## src/verilog/tpwm_regs.svh

```systemverilog
// register map, field positions, reset values and mode codes of the pwm timer
// assumes apb byte addressing of word-aligned registers, 32-bit data
`ifndef TPWM_REGS_SVH
`define TPWM_REGS_SVH
// =====================================================================
// register offsets (byte addresses)
`define TPWM_CTRL_OFS 12'h000
`define TPWM_OPT_OFS 12'h004
`define TPWM_STAT_OFS 12'h008
`define TPWM_CNT_OFS 12'h00C
`define TPWM_CMP0_OFS 12'h010
`define TPWM_DT0_OFS 12'h028
`define TPWM_DT1_OFS 12'h02C
`define TPWM_OUT_OFS 12'h030
// =====================================================================
// control fields
`define TPWM_RUN_BIT 0
`define TPWM_MODE_LSB 4
`define TPWM_MODE_FREE 4'h5
`define TPWM_MODE_TRI 4'h7
`define TPWM_MODE_HACC 4'h8
// option fields
`define TPWM_RBE_BIT 0
`define TPWM_RTE_BIT 1
`define TPWM_ICE_BIT 2
`define TPWM_RDE_BIT 3
`define TPWM_ID_LSB 8
// status fields
`define TPWM_OVF_BIT 0
`define TPWM_DIR_BIT 1
`define TPWM_ARM_BIT 2
// reset values
`define TPWM_CNT_RST 16'h0000
`define TPWM_CMP_RST 16'hFFFF
`define TPWM_DT_RST 10'h000
`endif

```

## src/verilog/tpwm_pkg.sv

```systemverilog
// types shared by the pwm timer files
// assumes tpwm_regs.svh for numeric constants
package tpwm_pkg;
  typedef enum logic [1:0] {
    MODE_IDLE = 2'b00,
    MODE_FREE = 2'b01,
    MODE_TRI = 2'b10,
    MODE_HACC = 2'b11
  } mode_t;
endpackage

```

## src/verilog/tpwm_top.sv

```systemverilog
// 16-bit pwm timer: free-running toggle, triangular pwm and high-accuracy modes
// assumes one apb clock pclk, registers over apb, pins to external gate drivers
// Behaviour
// - period match when counter equals period compare 0
// - duty match on step value to value+1
// - free mode toggles outputs on each match
// - free mode outputs go active at start
// - triangle mode gives variable-duty pwm outputs
// - triangle mode direction out inactive up, active down
// - match irq when counter equals compare
// - trough irq on underflow
// - buffered compares load at underflow
// - writing duty one arms next reload
// - no reload without trough reload enable
// - code 0111 selects triangle mode
// - count up to period then down
// - duty period+1 zero, zero full
// - reload and irq thinning when all set
// - irq thinning whether rde is set or clear
// - code 1000 selects high-accuracy mode
// - three-phase pwm on six pins, counter steps by two
// - count from dt0 up to period-dt1
// - dead-time counters reload on match
// - compare match never clears counter
// - code 0101 free mode, 0000H to FFFFH
// - overflow sets flag, cleared by write0/stop
`timescale 1ns/100ps
`default_nettype none
`include "tpwm_regs.svh"
module tpwm_top (
  input wire logic pclk,
  input wire logic presetn,
  input wire logic psel,
  input wire logic penable,
  input wire logic pwrite,
  input wire logic [11:0] paddr,
  input wire logic [31:0] pwdata,
  output logic [31:0] prdata,
  output logic pready,
  output logic pslverr,
  output logic direction_out,
  output logic [4:0] pwm_outputs_1_to_5,
  output logic [5:0] deadtime_phase_out,
  output logic [5:0] match_irqs,
  output logic overflow_irq,
  output logic trough_irq,
  output logic peak_irq
);
  // =====================================================================
  // registers
  logic count_run_bit_q;
  logic [3:0] mode_select_field_q;
  logic trough_reload_enable_q, peak_reload_enable_q, peak_irq_enable_q, reload_thinning_enable_q;
  logic [4:0] irq_thinning_count_q;
  logic [9:0] deadtime_neg_to_pos_q, deadtime_pos_to_neg_q;
  logic overflow_flag_q;
  logic arm_q;
  logic [4:0] thin_q;
  logic [15:0] cnt_q;
  logic down_q;
  logic [5:0] outs_q;
  logic [95:0] cmp_buf, cmp_act;
  logic [5:0] cmp_wr;
  logic cmp_load;
  logic wr_en;
  tpwm_pkg::mode_t mode;

  // decode the mode field
  function automatic tpwm_pkg::mode_t decode_mode(input logic [3:0] f);
    if (f == `TPWM_MODE_FREE)
      decode_mode = tpwm_pkg::MODE_FREE;
    else if (f == `TPWM_MODE_TRI)
      decode_mode = tpwm_pkg::MODE_TRI;
    else if (f == `TPWM_MODE_HACC)
      decode_mode = tpwm_pkg::MODE_HACC;
    else
      decode_mode = tpwm_pkg::MODE_IDLE;
  endfunction

  function automatic logic [15:0] cmp_of(input logic [95:0] v, input int k);
    cmp_of = v[16*k +: 16];
  endfunction

  assign mode = decode_mode(mode_select_field_q);
  assign wr_en = psel && penable && pwrite;

  // =====================================================================
  // apb: zero wait states, unmapped reads zero
  always_ff @(posedge pclk or negedge presetn)
  begin
    if (!presetn)
    begin
      pready <= 1'b0;
      pslverr <= 1'b0;
    end
    else
    begin
      pready <= psel && !penable;
      pslverr <= 1'b0;
    end
  end

  // compare write strobes by word index
  genvar gi;
  generate
    for (gi = 0; gi < 6; gi++)
    begin : g_wr
      assign cmp_wr[gi] = wr_en && pready && (paddr == `TPWM_CMP0_OFS + 12'(4 * gi));
    end
  endgenerate

  // control and option registers
  always_ff @(posedge pclk or negedge presetn)
  begin
    if (!presetn)
    begin
      count_run_bit_q <= 1'b0;
      mode_select_field_q <= 4'h0;
      trough_reload_enable_q <= 1'b0;
      peak_reload_enable_q <= 1'b0;
      peak_irq_enable_q <= 1'b0;
      reload_thinning_enable_q <= 1'b0;
      irq_thinning_count_q <= 5'h00;
      deadtime_neg_to_pos_q <= `TPWM_DT_RST;
      deadtime_pos_to_neg_q <= `TPWM_DT_RST;
    end
    else if (wr_en && pready)
    begin
      if (paddr == `TPWM_CTRL_OFS)
      begin
        count_run_bit_q <= pwdata[`TPWM_RUN_BIT];
        mode_select_field_q <= pwdata[`TPWM_MODE_LSB +: 4];
      end
      if (paddr == `TPWM_OPT_OFS)
      begin
        trough_reload_enable_q <= pwdata[`TPWM_RBE_BIT];
        peak_reload_enable_q <= pwdata[`TPWM_RTE_BIT];
        peak_irq_enable_q <= pwdata[`TPWM_ICE_BIT];
        reload_thinning_enable_q <= pwdata[`TPWM_RDE_BIT];
        irq_thinning_count_q <= pwdata[`TPWM_ID_LSB +: 5];
      end
      if (paddr == `TPWM_DT0_OFS)
        deadtime_neg_to_pos_q <= pwdata[9:0];
      if (paddr == `TPWM_DT1_OFS)
        deadtime_pos_to_neg_q <= pwdata[9:0];
    end
  end

  // read mux
  always_ff @(posedge pclk or negedge presetn)
  begin
    if (!presetn)
      prdata <= 32'h00000000;
    else if (psel && !penable && !pwrite)
    begin
      prdata <= 32'h00000000;
      unique case (paddr)
        `TPWM_CTRL_OFS: prdata <= {24'h000000, mode_select_field_q, 3'h0, count_run_bit_q};
        `TPWM_OPT_OFS: prdata <= {19'h00000, irq_thinning_count_q, 4'h0, reload_thinning_enable_q,
                                  peak_irq_enable_q, peak_reload_enable_q, trough_reload_enable_q};
        `TPWM_STAT_OFS: prdata <= {29'h00000000, arm_q, down_q, overflow_flag_q};
        `TPWM_CNT_OFS: prdata <= {16'h0000, cnt_q};
        `TPWM_DT0_OFS: prdata <= {22'h000000, deadtime_neg_to_pos_q};
        `TPWM_DT1_OFS: prdata <= {22'h000000, deadtime_pos_to_neg_q};
        `TPWM_OUT_OFS: prdata <= {26'h0000000, outs_q};
        default:
        begin
          if (paddr >= `TPWM_CMP0_OFS && paddr < `TPWM_DT0_OFS && paddr[1:0] == 2'b00)
            prdata <= {16'h0000, cmp_of(cmp_buf, int'(paddr[5:2]) - 4)};
        end
      endcase
    end
  end

  // =====================================================================
  // compare registers: anytime rewrite outside triangle mode
  cmp_bank #(.N(6)) u_cmp (
    .pclk(pclk),
    .presetn(presetn),
    .wr(cmp_wr),
    .wdata(pwdata[15:0]),
    .direct(mode != tpwm_pkg::MODE_TRI),
    .load(cmp_load),
    .buf_out(cmp_buf),
    .act_out(cmp_act)
  );

  // =====================================================================
  // counter events
  logic [15:0] per;
  logic underflow, peak, free_wrap;
  logic [15:0] hi_lim;
  assign per = cmp_of(cmp_act, 0);
  assign hi_lim = per - {6'h00, deadtime_pos_to_neg_q};
  assign free_wrap = (cnt_q == 16'hFFFF);
  assign underflow = count_run_bit_q && (mode == tpwm_pkg::MODE_TRI) && down_q && (cnt_q == 16'h0000);
  assign peak = count_run_bit_q && (mode == tpwm_pkg::MODE_TRI) && !down_q && (cnt_q == per);
  // reload only with trough reload enabled and armed by duty1 write
  assign cmp_load = underflow && trough_reload_enable_q && arm_q
    && (!reload_thinning_enable_q || thin_q == 5'h00);

  // counter: only mode limits restart it, never a compare match
  always_ff @(posedge pclk or negedge presetn)
  begin
    if (!presetn)
    begin
      cnt_q <= `TPWM_CNT_RST;
      down_q <= 1'b0;
    end
    else if (!count_run_bit_q)
    begin
      cnt_q <= (mode == tpwm_pkg::MODE_HACC) ? {6'h00, deadtime_neg_to_pos_q} : `TPWM_CNT_RST;
      down_q <= 1'b0;
    end
    else
    begin
      unique case (mode)
        tpwm_pkg::MODE_FREE: cnt_q <= cnt_q + 16'h0001;
        tpwm_pkg::MODE_TRI:
        begin
          if (peak)
          begin
            down_q <= 1'b1;
            cnt_q <= cnt_q; // peak held twice: period (per+1)*2
          end
          else if (underflow)
          begin
            down_q <= 1'b0;
            cnt_q <= cnt_q; // trough held twice as well
          end
          else
            cnt_q <= down_q ? cnt_q - 16'h0001 : cnt_q + 16'h0001;
        end
        tpwm_pkg::MODE_HACC:
        begin
          if (!down_q && cnt_q >= hi_lim - 16'h0002)
          begin
            down_q <= 1'b1;
            cnt_q <= hi_lim;
          end
          else if (down_q && cnt_q <= {6'h00, deadtime_neg_to_pos_q} + 16'h0002)
          begin
            down_q <= 1'b0;
            cnt_q <= {6'h00, deadtime_neg_to_pos_q};
          end
          else
            cnt_q <= down_q ? cnt_q - 16'h0002 : cnt_q + 16'h0002;
        end
        default: cnt_q <= cnt_q;
      endcase
    end
  end

  // reload arm and thinning count
  always_ff @(posedge pclk or negedge presetn)
  begin
    if (!presetn)
    begin
      arm_q <= 1'b0;
      thin_q <= 5'h00;
    end
    else
    begin
      if (cmp_wr[1])
        arm_q <= 1'b1;
      else if (cmp_load)
        arm_q <= 1'b0;
      if (underflow)
        thin_q <= (thin_q == 5'h00) ? irq_thinning_count_q : thin_q - 5'h01;
    end
  end

  // match per channel on its documented step
  logic [5:0] hit;
  generate
    for (gi = 0; gi < 6; gi++)
    begin : g_hit
      if (gi == 0)
        assign hit[gi] = count_run_bit_q && ((mode == tpwm_pkg::MODE_FREE) ? (cnt_q == per) : peak);
      else
        assign hit[gi] = count_run_bit_q && !down_q && (cnt_q == cmp_of(cmp_act, gi));
    end
  endgenerate

  // outputs: toggle in free mode, pwm level in triangle mode
  always_ff @(posedge pclk or negedge presetn)
  begin
    if (!presetn)
      outs_q <= 6'h00;
    else if (!count_run_bit_q)
      outs_q <= 6'h00;
    else if (mode == tpwm_pkg::MODE_FREE)
    begin
      if (cnt_q == 16'h0000 && outs_q == 6'h00 && !overflow_flag_q)
        outs_q <= 6'h3F;
      else
        outs_q <= outs_q ^ hit;
    end
    else
    begin
      outs_q[0] <= peak ? 1'b1 : (underflow ? 1'b0 : outs_q[0]);
      for (int k = 1; k < 6; k++)
        outs_q[k] <= (cmp_of(cmp_act, k) <= cnt_q);
    end
  end

  // overflow flag: set wins over write-zero clear
  always_ff @(posedge pclk or negedge presetn)
  begin
    if (!presetn)
      overflow_flag_q <= 1'b0;
    else if (count_run_bit_q && mode == tpwm_pkg::MODE_FREE && free_wrap)
      overflow_flag_q <= 1'b1;
    else if (!count_run_bit_q)
      overflow_flag_q <= 1'b0;
    else if (wr_en && pready && paddr == `TPWM_STAT_OFS && !pwdata[`TPWM_OVF_BIT])
      overflow_flag_q <= 1'b0;
  end

  // interrupt pulses and pins
  always_ff @(posedge pclk or negedge presetn)
  begin
    if (!presetn)
    begin
      match_irqs <= 6'h00;
      overflow_irq <= 1'b0;
      trough_irq <= 1'b0;
      peak_irq <= 1'b0;
      direction_out <= 1'b0;
      pwm_outputs_1_to_5 <= 5'h00;
    end
    else
    begin
      match_irqs <= hit;
      overflow_irq <= count_run_bit_q && mode == tpwm_pkg::MODE_FREE && free_wrap;
      trough_irq <= underflow && (!peak_reload_enable_q || thin_q == 5'h00);
      peak_irq <= peak && peak_irq_enable_q && (thin_q == 5'h00);
      direction_out <= outs_q[0];
      pwm_outputs_1_to_5 <= outs_q[5:1];
    end
  end

  // =====================================================================
  // high-accuracy: three phases with dead time
  logic hacc_run;
  assign hacc_run = count_run_bit_q && (mode == tpwm_pkg::MODE_HACC);
  generate
    for (gi = 0; gi < 3; gi++)
    begin : g_dt
      logic [15:0] duty;
      assign duty = cmp_of(cmp_act, gi + 1);
      deadtime_unit #(.W(10)) u_dt (
        .pclk(pclk),
        .presetn(presetn),
        .run(hacc_run),
        .match(hacc_run && (cnt_q[15:1] == duty[15:1])),
        .level(down_q ^ duty[0]),
        .dt_pos(deadtime_neg_to_pos_q),
        .dt_neg(deadtime_pos_to_neg_q),
        .out_pos(deadtime_phase_out[2 * gi]),
        .out_neg(deadtime_phase_out[2 * gi + 1])
      );
    end
  endgenerate
endmodule
`default_nettype wire

```

## src/verilog/deadtime_unit.sv

```systemverilog
// one dead-time counter: reloads on its phase match, counts down, delays on-edges
// assumes one clock domain with the counter that drives it
`timescale 1ns/100ps
`default_nettype none
module deadtime_unit #(
  parameter int W = 10
) (
  input wire logic pclk,
  input wire logic presetn,
  input wire logic run,
  input wire logic match,
  input wire logic level,
  input wire logic [W-1:0] dt_pos,
  input wire logic [W-1:0] dt_neg,
  output logic out_pos,
  output logic out_neg
);
  logic [W-1:0] cnt_q;
  logic phase_q;
  // reload on match then count down
  always_ff @(posedge pclk or negedge presetn)
  begin
    if (!presetn)
    begin
      cnt_q <= '0;
      phase_q <= 1'b0;
    end
    else if (!run)
    begin
      cnt_q <= '0;
      phase_q <= 1'b0;
    end
    else if (match)
    begin
      cnt_q <= level ? dt_pos : dt_neg;
      phase_q <= level;
    end
    else if (cnt_q != '0)
      cnt_q <= cnt_q - 1'b1;
  end
  // active only once the dead time has run out
  always_ff @(posedge pclk or negedge presetn)
  begin
    if (!presetn)
    begin
      out_pos <= 1'b0;
      out_neg <= 1'b0;
    end
    else
    begin
      out_pos <= run && phase_q && (cnt_q == '0) && !match;
      out_neg <= run && !phase_q && (cnt_q == '0) && !match;
    end
  end
endmodule
`default_nettype wire

```

## src/verilog/cmp_bank.sv

```systemverilog
// six compare registers with write buffer and active stage
// assumes load strobe from the mode logic on the same clock
`timescale 1ns/100ps
`default_nettype none
`include "tpwm_regs.svh"
module cmp_bank #(
  parameter int N = 6
) (
  input wire logic pclk,
  input wire logic presetn,
  input wire logic [N-1:0] wr,
  input wire logic [15:0] wdata,
  input wire logic direct,
  input wire logic load,
  output logic [16*N-1:0] buf_out,
  output logic [16*N-1:0] act_out
);
  genvar i;
  generate
    for (i = 0; i < N; i++)
    begin : g_cmp
      // buffer written by software, active copied on load or written with it in direct mode
      always_ff @(posedge pclk or negedge presetn)
      begin
        if (!presetn)
        begin
          buf_out[16*i +: 16] <= `TPWM_CMP_RST;
          act_out[16*i +: 16] <= `TPWM_CMP_RST;
        end
        else
        begin
          if (wr[i])
            buf_out[16*i +: 16] <= wdata;
          if (direct && wr[i])
            act_out[16*i +: 16] <= wdata;
          else if (load)
            act_out[16*i +: 16] <= buf_out[16*i +: 16];
        end
      end
    end
  endgenerate
endmodule
`default_nettype wire

```

## config.mk

```make
export PLATFORM = sky130hd
export DESIGN_NAME = tpwm_top
export DESIGN_NICKNAME = d
export VERILOG_FILES = /design/src/verilog/tpwm_pkg.sv /design/src/verilog/tpwm_top.sv /design/src/verilog/deadtime_unit.sv /design/src/verilog/cmp_bank.sv
export VERILOG_INCLUDE_DIRS = /design/src /design/src/verilog
export SDC_FILE = /design/constraint.sdc
export NUM_CORES = 1
export LEC_CHECK = 0
export ABC_AREA = 1
export BUFFER_PORTS_ARGS = -buffer_cell sky130_fd_sc_hd__clkbuf_2
export CAP_MARGIN = 20
export CORE_ASPECT_RATIO = 1.25
export CORE_MARGIN = 1.5
export CORE_UTILIZATION = 40
export DETAILED_ROUTE_END_ITERATION = 8
export MAX_ROUTING_LAYER = met4
export PLACE_DENSITY = 0.67
export SLEW_MARGIN = 0
export SYNTH_ARGS = -nofsm -noshare
export SYNTH_HDL_FRONTEND = slang
export SYNTH_SLANG_ARGS = --single-unit
```

## constraint.sdc

```tcl
create_clock -name pclk -period 12.4 [get_ports pclk]
set_input_delay 0.62 -clock pclk [delete_from_list [all_inputs] [get_ports pclk]]
set_output_delay 0.62 -clock pclk [all_outputs]
set_load 0.005 [all_outputs]
```

# Word-level counts from Yosys, hierarchy flattened
# Cells that the tools add are included.
[totals] regBits=343 in_bits=49 out_inout_bits=55 wordCells=283
[classes] addsub=12 magnitude_cmp=9 n_eq_ne=43 shifts=1 n_mux=60 n_bitwise=4 n_reduce_logical=106
[ops] op="two-way mux 16 bit" n=20
[ops] op="two-way mux 10 bit" n=13
[ops] op="one-hot mux 16 bit (7 select lines)" n=1
[ops] op="equality test 16 bit" n=6
[ops] op="variable part select 96 x 9 -> 16 bit" n=1
[ops] op="less-or-equal comparator 16 bit" n=5
[ops] op="logical AND 1 bit" n=67
[ops] op="equality test 12 x 6 -> 1 bit, second input constant" n=5
[ops] op="equality test 12 x 5 -> 1 bit, second input constant" n=4
[ops] op="one-hot mux 16 bit (3 select lines)" n=1
[ops] op="equality test 15 bit" n=3
[ops] op="subtractor 16 x 2 -> 16 bit, second input constant" n=2
[ops] op="logical NOT 10 bit" n=3
[ops] op="nonzero test 10 bit" n=3
[ops] op="subtractor 10 x 1 -> 10 bit, second input constant" n=3
[ops] op="equality test 12 x 4 -> 1 bit, second input constant" n=2
[ops] op="two-way mux 6 bit" n=3
[ops] op="two-way mux 1 bit" n=17
[ops] op="adder 16 x 1 -> 16 bit, second input constant" n=1
[ops] op="adder 16 x 2 -> 16 bit, second input constant" n=1
[ops] op="equality test 16 bit, second input constant" n=1
[ops] op="greater-or-equal comparator 16 bit" n=1
[ops] op="less-or-equal comparator 16 x 11 -> 1 bit" n=1
[ops] op="logical NOT 16 bit" n=1
[ops] op="33 further kinds" n=70

# Longest topological paths before layout
[depth] word_depth=14 ltp_mapped=33

# By module
# From an unflattened synthesis, not the netlist that was laid out.
[hier_totals] cells_unflattened=3383 area_unflattened_um2=23810.3
[modules_own_cells] module="tpwm_top" n_inst=1 cells_per_inst=1899 area_per_inst_um2=12236.7
[modules_own_cells] module="cmp_bank" n_inst=1 cells_per_inst=1079 area_per_inst_um2=8882.3
[modules_own_cells] module="deadtime_unit" n_inst=3 cells_per_inst=135 area_per_inst_um2=897.1

# Worst setup path after synthesis
# No wires, ideal clock.
[synth_timing] kind="register -> register" startpoint="register u_cmp.act_out[0]" endpoint="register cnt_q[5]" setup_time_ns=0.116 arrival_time_ns=3.807 required_time_ns=12.284 path_slack_ns=8.477 path_stages_with_launch=26 n_path_buf=1 period_less_slack_ns=3.923 cell_sequence="dfstp_2 -> inv_1 -> ha_1 -> fa_1 -> inv_1 -> nand3_1 -> nand2_1 -> xnor2_1 -> and3_1 -> nand3_1 -> nor2_1 -> nand2_1 -> xor2_1 -> ha_1 -> nand4_1 -> nor3_1 -> nand3_1 -> nand3_1 -> clkbuf_1 -> nand3_1 -> nand2_1 -> inv_1 -> nand2_1 -> nand2_1 -> nand2_1 -> nand2_1"
[synth_via] elab_chain_len=7 elab_cells_between_ends=11 cone_classes="add/sub: 2; order compare: 1; eq/ne: 2; mux: 3; reduce/logical: 3"
[synth_rtl] element="from (decl)" line="cmp_bank.sv:16" rtl="output logic [16*N-1:0] act_out"
[synth_rtl] element="from (signal, indexed assignment)" line="cmp_bank.sv:28" rtl="act_out[16*i +: 16] <= `TPWM_CMP_RST;"
[synth_rtl] element="from (signal, indexed assignment)" line="cmp_bank.sv:35" rtl="act_out[16*i +: 16] <= wdata;"
[synth_rtl] element="from (signal, indexed assignment)" line="cmp_bank.sv:37" rtl="act_out[16*i +: 16] <= buf_out[16*i +: 16];"
[synth_rtl] element="subtractor 16 x 10 -> 16 bit" line="tpwm_top.sv:194" rtl="assign hi_lim = per - {6'h00, deadtime_pos_to_neg_q};"
[synth_rtl] element="subtractor 16 x 2 -> 16 bit" line="tpwm_top.sv:236" rtl="if (!down_q && cnt_q >= hi_lim - 16'h0002)"
[synth_rtl] element="greater-or-equal comparator 16 bit" line="tpwm_top.sv:236"
[synth_rtl] element="logical AND 1 bit" line="tpwm_top.sv:236"
[synth_rtl] element="two-way mux 16 bit" line="tpwm_top.sv:236"
[synth_rtl] element="one-hot mux 16 bit (3 select lines)" line="tpwm_top.sv:217" rtl="unique case (mode)"
[synth_rtl] element="two-way mux 16 bit" line="tpwm_top.sv:210" rtl="else if (!count_run_bit_q)"
[synth_rtl] element="to (signal assigned)" line="tpwm_top.sv:212" rtl="cnt_q <= (mode == tpwm_pkg::MODE_HACC) ? {6'h00, deadtime_neg_to_pos_q} : `TPWM_CNT_RST;"
[synth_rtl] element="to (signal assigned)" line="tpwm_top.sv:218" rtl="tpwm_pkg::MODE_FREE: cnt_q <= cnt_q + 16'h0001;"
[synth_rtl] element="to (signal assigned)" line="tpwm_top.sv:239" rtl="cnt_q <= hi_lim;"
[synth_rtl] element="to (decl)" line="tpwm_top.sv:59" rtl="logic [15:0] cnt_q;"
# Parallel ways exist; a longest one is shown, timed or not.
# A chain may end at the register's enable or synchronous reset.

# Worst setup path in the final report
[layout_timing] startpoint="register u_cmp.act_out[0]" endpoint="register cnt_q[3]"
# The elaborated chain is that of the path after synthesis.

==> flow_metrics.py <==
metrics = {
    "outcome": {
        "outcome": "completed",
    },
    "critical_path": {
        "worst_path_max_delay_cell": "dfstp_2",
        "cpPeakStageDelay_ns": 0.56,
        "crit_type": "flop to flop",
        "crit_family": "simple AND/OR/NAND/NOR gates",
        "r2r_cells": 23,
        "cp_num_buf_inv": 2,
        "critPathLaunchType": "flop",
        "crit_cells": 23,
        "critPathRequiredTime_ns": 12.87,
        "r2r_setup_slack_ns": 7.22,
        "cpMostUsedCell": "nand2_1",
        "worstPathCellList": "inv_1 -> ha_1 -> fa_1 -> inv_1 -> nand3_1 -> nand2_1 -> xnor2_1 -> and3_1 -> nand3_1 -> nor2_1 -> nand2_1 -> xor2_1 -> ha_1 -> a21oi_1 -> o21ai_0 -> a21oi_1 -> nand3_1 -> nand2_1 -> nand3_1 -> nand2_1 -> nand2_1 -> nand2_1 -> nand2_1",
        "path_max_fanout": 13,
        "end_kind": "flop",
        "critPathArrivalTime_ns": 5.64,
    },
    "power_and_ir_drop": {
        "powerDensity_mw_per_mm2": 95.6,
        "finalPower_mw": 2.33,
        "peakVddDrop_uv": 81.1,
        "p_leak_nw": 11.8,
    },
    "sta": {
        "rsz0062_at_grt": "no",
        "maxSlewHeadroom": 0.338,
        "whs_ns": 0.130,
        "period_minus_slack_ns": 5.18,
        "timing.final.crit_share": 0.417,
        "hold_viol": 0,
        "setup_slack_ns": 7.22,
        "final-max-slew-violation-count": 0,
        "skew_ns": 0.0340,
        "setup_tns_ns": 0,
        "worstMarginPinSlew_ns": 0.994,
        "max_freq_mhz": 193,
        "final-setup-viol-count": 0,
    },
    "synth": {
        "synthesis.area_mm2": 0.0222,
        "synth.cells.most_frequent": "nand2_1 (762), inv_1 (322), nor2_1 (289), o21ai_0 (274), a21oi_1 (198)",
        "synth_top_area_cell": "dfstp_2",
        "ys_seq_area_frac": 0.379,
        "yosys_warnings": 0,
        "synth_edf_count": 0,
        "yosys.area.top_type_share": 0.227,
        "avgSynthCellArea_um2": 7.33,
        "ys_top_cells_by_area": "dfstp_2 (23%), dfrtp_1 (15%), nand2_1 (13%)",
        "synth_most_common_cell": "nand2_1",
        "netlist_instances": 3030,
        "ys_types": 56,
        "ys_ff_latch": 327,
        "async_flop_share": 1.00,
        "ys.flop_type": "dfstp_2",
    },
    "min_path": {
        "hold_path.class": "input pin to async pin",
    },
    "die": {
        "die_h_um": 266,
        "ios": 104,
        "chipWidth_um": 214,
        "core_area_mm2": 0.0549,
        "start_util": 0.405,
        "die-area_mm2": 0.0570,
        "row_count": 96,
    },
    "clock_network": {
        "cts_buffer_depth": 3,
        "cts.sinks": 327,
        "cts-buffers-inserted": 37,
        "cts.repair.resized": 0,
        "clock_latency_ns": 0.57,
        "cts_hold_buf": 0,
        "htreeDepth": 2,
        "post_cts_buffers": 0,
        "cts_tree": "built",
        "path_clk_slew_ns": 0.06,
        "root_buffer": "clkbuf_16",
    },
    "placed_design": {
        "dp_worst_setup_slack_ns": 7.36,
        "port_buffers": 70,
        "finalWeightedCongestion": 0.999,
        "dpl.cell_count": 3745,
        "hpwlAfterDp_um": 58500,
    },
    "detailed_routing": {
        "wl_per_cell_um": 20.9,
        "wl_um": 79900,
        "drt_iter0_markers": 2001,
        "viasPerCell": 5.56,
        "drc": 0,
        "ant_nets": 0,
        "vias": 21200,
        "dr.pass1.iters": 6,
    },
    "job": {
        "cap_violations": 0,
    },
    "finish": {
        "syn_to_final_growth_pct": 9.76,
        "final_nets": 3245,
        "layout-drive-gt1-share": 0.128,
        "final_cells": 3814,
    },
    "grt": {
        "grt_pass1_vias": 20400,
        "gr-total-overflow": 0,
        "antenna_found_initial": 1,
        "grt_start_max_net_pins": 161,
        "grt_usage": 0.293,
        "grt_pass1_wl_um": 121000,
    },
}
-- registers in the layout (all words and copies together) (netlist names), 3 cells and up --
signal                 cells
cnt_q                     16
deadtime_neg_to_pos_q     10
deadtime_pos_to_neg_q     10
g_dt.u_dt.cnt_q           30
g_dt.u_dt.out_neg          3
g_dt.u_dt.out_pos          3
g_dt.u_dt.phase_q          3
irq_thinning_count_q       5
match_irqs                 6
mode_select_field_q        4
outs_q                     6
prdata                    16
pwm_outputs_1_to_5         5
thin_q                     5
u_cmp.act_out             96
u_cmp.buf_out             96
-- stage by stage --
stage                     utilization  area (um2)
after floorplan                     -       22300
after global placement          0.421       23100
after detailed placement        0.421       23100
after CTS                       0.444       24400
after global routing            0.444       24400
final                           0.444       24400
-- cells in the final DEF (no fill, tap or decap), types with 7 or more instances in the layout --
cell       synthesis  routed
o211ai_1          37      37
nor2_1           289     289
ha_1             143     143
a211oi_1          27      27
or2_2             12      12
buf_4             25      25
clkbuf_1          70      11
dfstp_2          192     192
a21oi_1          198     198
clkbuf_2           0      69
o21ai_1            9       9
o21a_1             7       7
nor4_1             9       9
xnor2_1           25      25
inv_2             12      12
o21bai_1           8       8
conb_1             1      17
dfrtp_1          135     135
nand2_1          762     762
o22ai_1           13      13
inv_1            322     322
o21ai_0          274     274
xor2_1            56      56
clkbuf_16          0      38
nand3_1          174     174
nor3_1            56      55
nand4_1           43      43
o221ai_1          35      35
-- per-layer routing --
| layer | track usage | share of wire | vias up |
|---|---|---|---|
| met1 | 0.358 | 0.39 | 9976 |
| li1 | - | - | 10100 |
| met5 | - | 0 | - |
| met2 | 0.463 | 0.47 | 929 |
| met3 | 0.0405 | 0.078 | 231 |
| met4 | 0.168 | 0.065 | 0 |
-- power breakdown --
part,total (mW),internal (mW),switching [mW]
combinational,0.102,0.0244,0.0775
clock,1.15,0.665,0.480
sequential,1.08,1.08,0.00684
total,2.33,1.77,0.564
-- cells by family (layout without fill, tap and decap cells) --
| group | count (synthesis) | after routing | share of synthesized area |
|---|---|---|---|
| compound gates | 632 | 632 | 0.162 |
| fa+ha+maj | 145 | 145 | 0.0824 |
| xor+xnor | 81 | 81 | 0.0319 |
| buf+inv | 471 | 503 | 0.0860 |
| simple gates | 1373 | 1373 | 0.259 |
| flops | 327 | 327 | 0.379 |
| other cells | 1 | 18 | 0.000169 |
-- area by class of cell --
class	count	area [um2]
Inverter	340	1280
Antenna cell	1	2.50
Tap cell	735	920
Multi-Input combinational cell	2248	11900
Fill cell	5715	30500
Clock inverter	11	153
Sequential cell	327	8420
Timing Repair Buffer	97	583
Clock buffer	55	1070
-- worst paths after layout --
| check | start | end |
|---|---|---|
| max | u_cmp.act_out[0] | cnt_q[3] |
| min | presetn | prdata[6] |
| max reg2reg | u_cmp.act_out[0] | cnt_q[3] |
| min reg2reg | outs_q[1] | pwm_outputs_1_to_5[0] |
| max in group asynchronous | presetn | pready |
| min in group pclk | penable | pready |
-- worst register-to-register path: cells and delay by family (launching register included) --
family	cells	cell delay, ns
compound gates	3	0.52
flops	1	0.56
buf+inv	2	0.16
fa+ha+maj	3	0.95
simple gates	13	2.45
xor+xnor	2	0.42
Note: power is estimated with default switching activity, not from simulation.
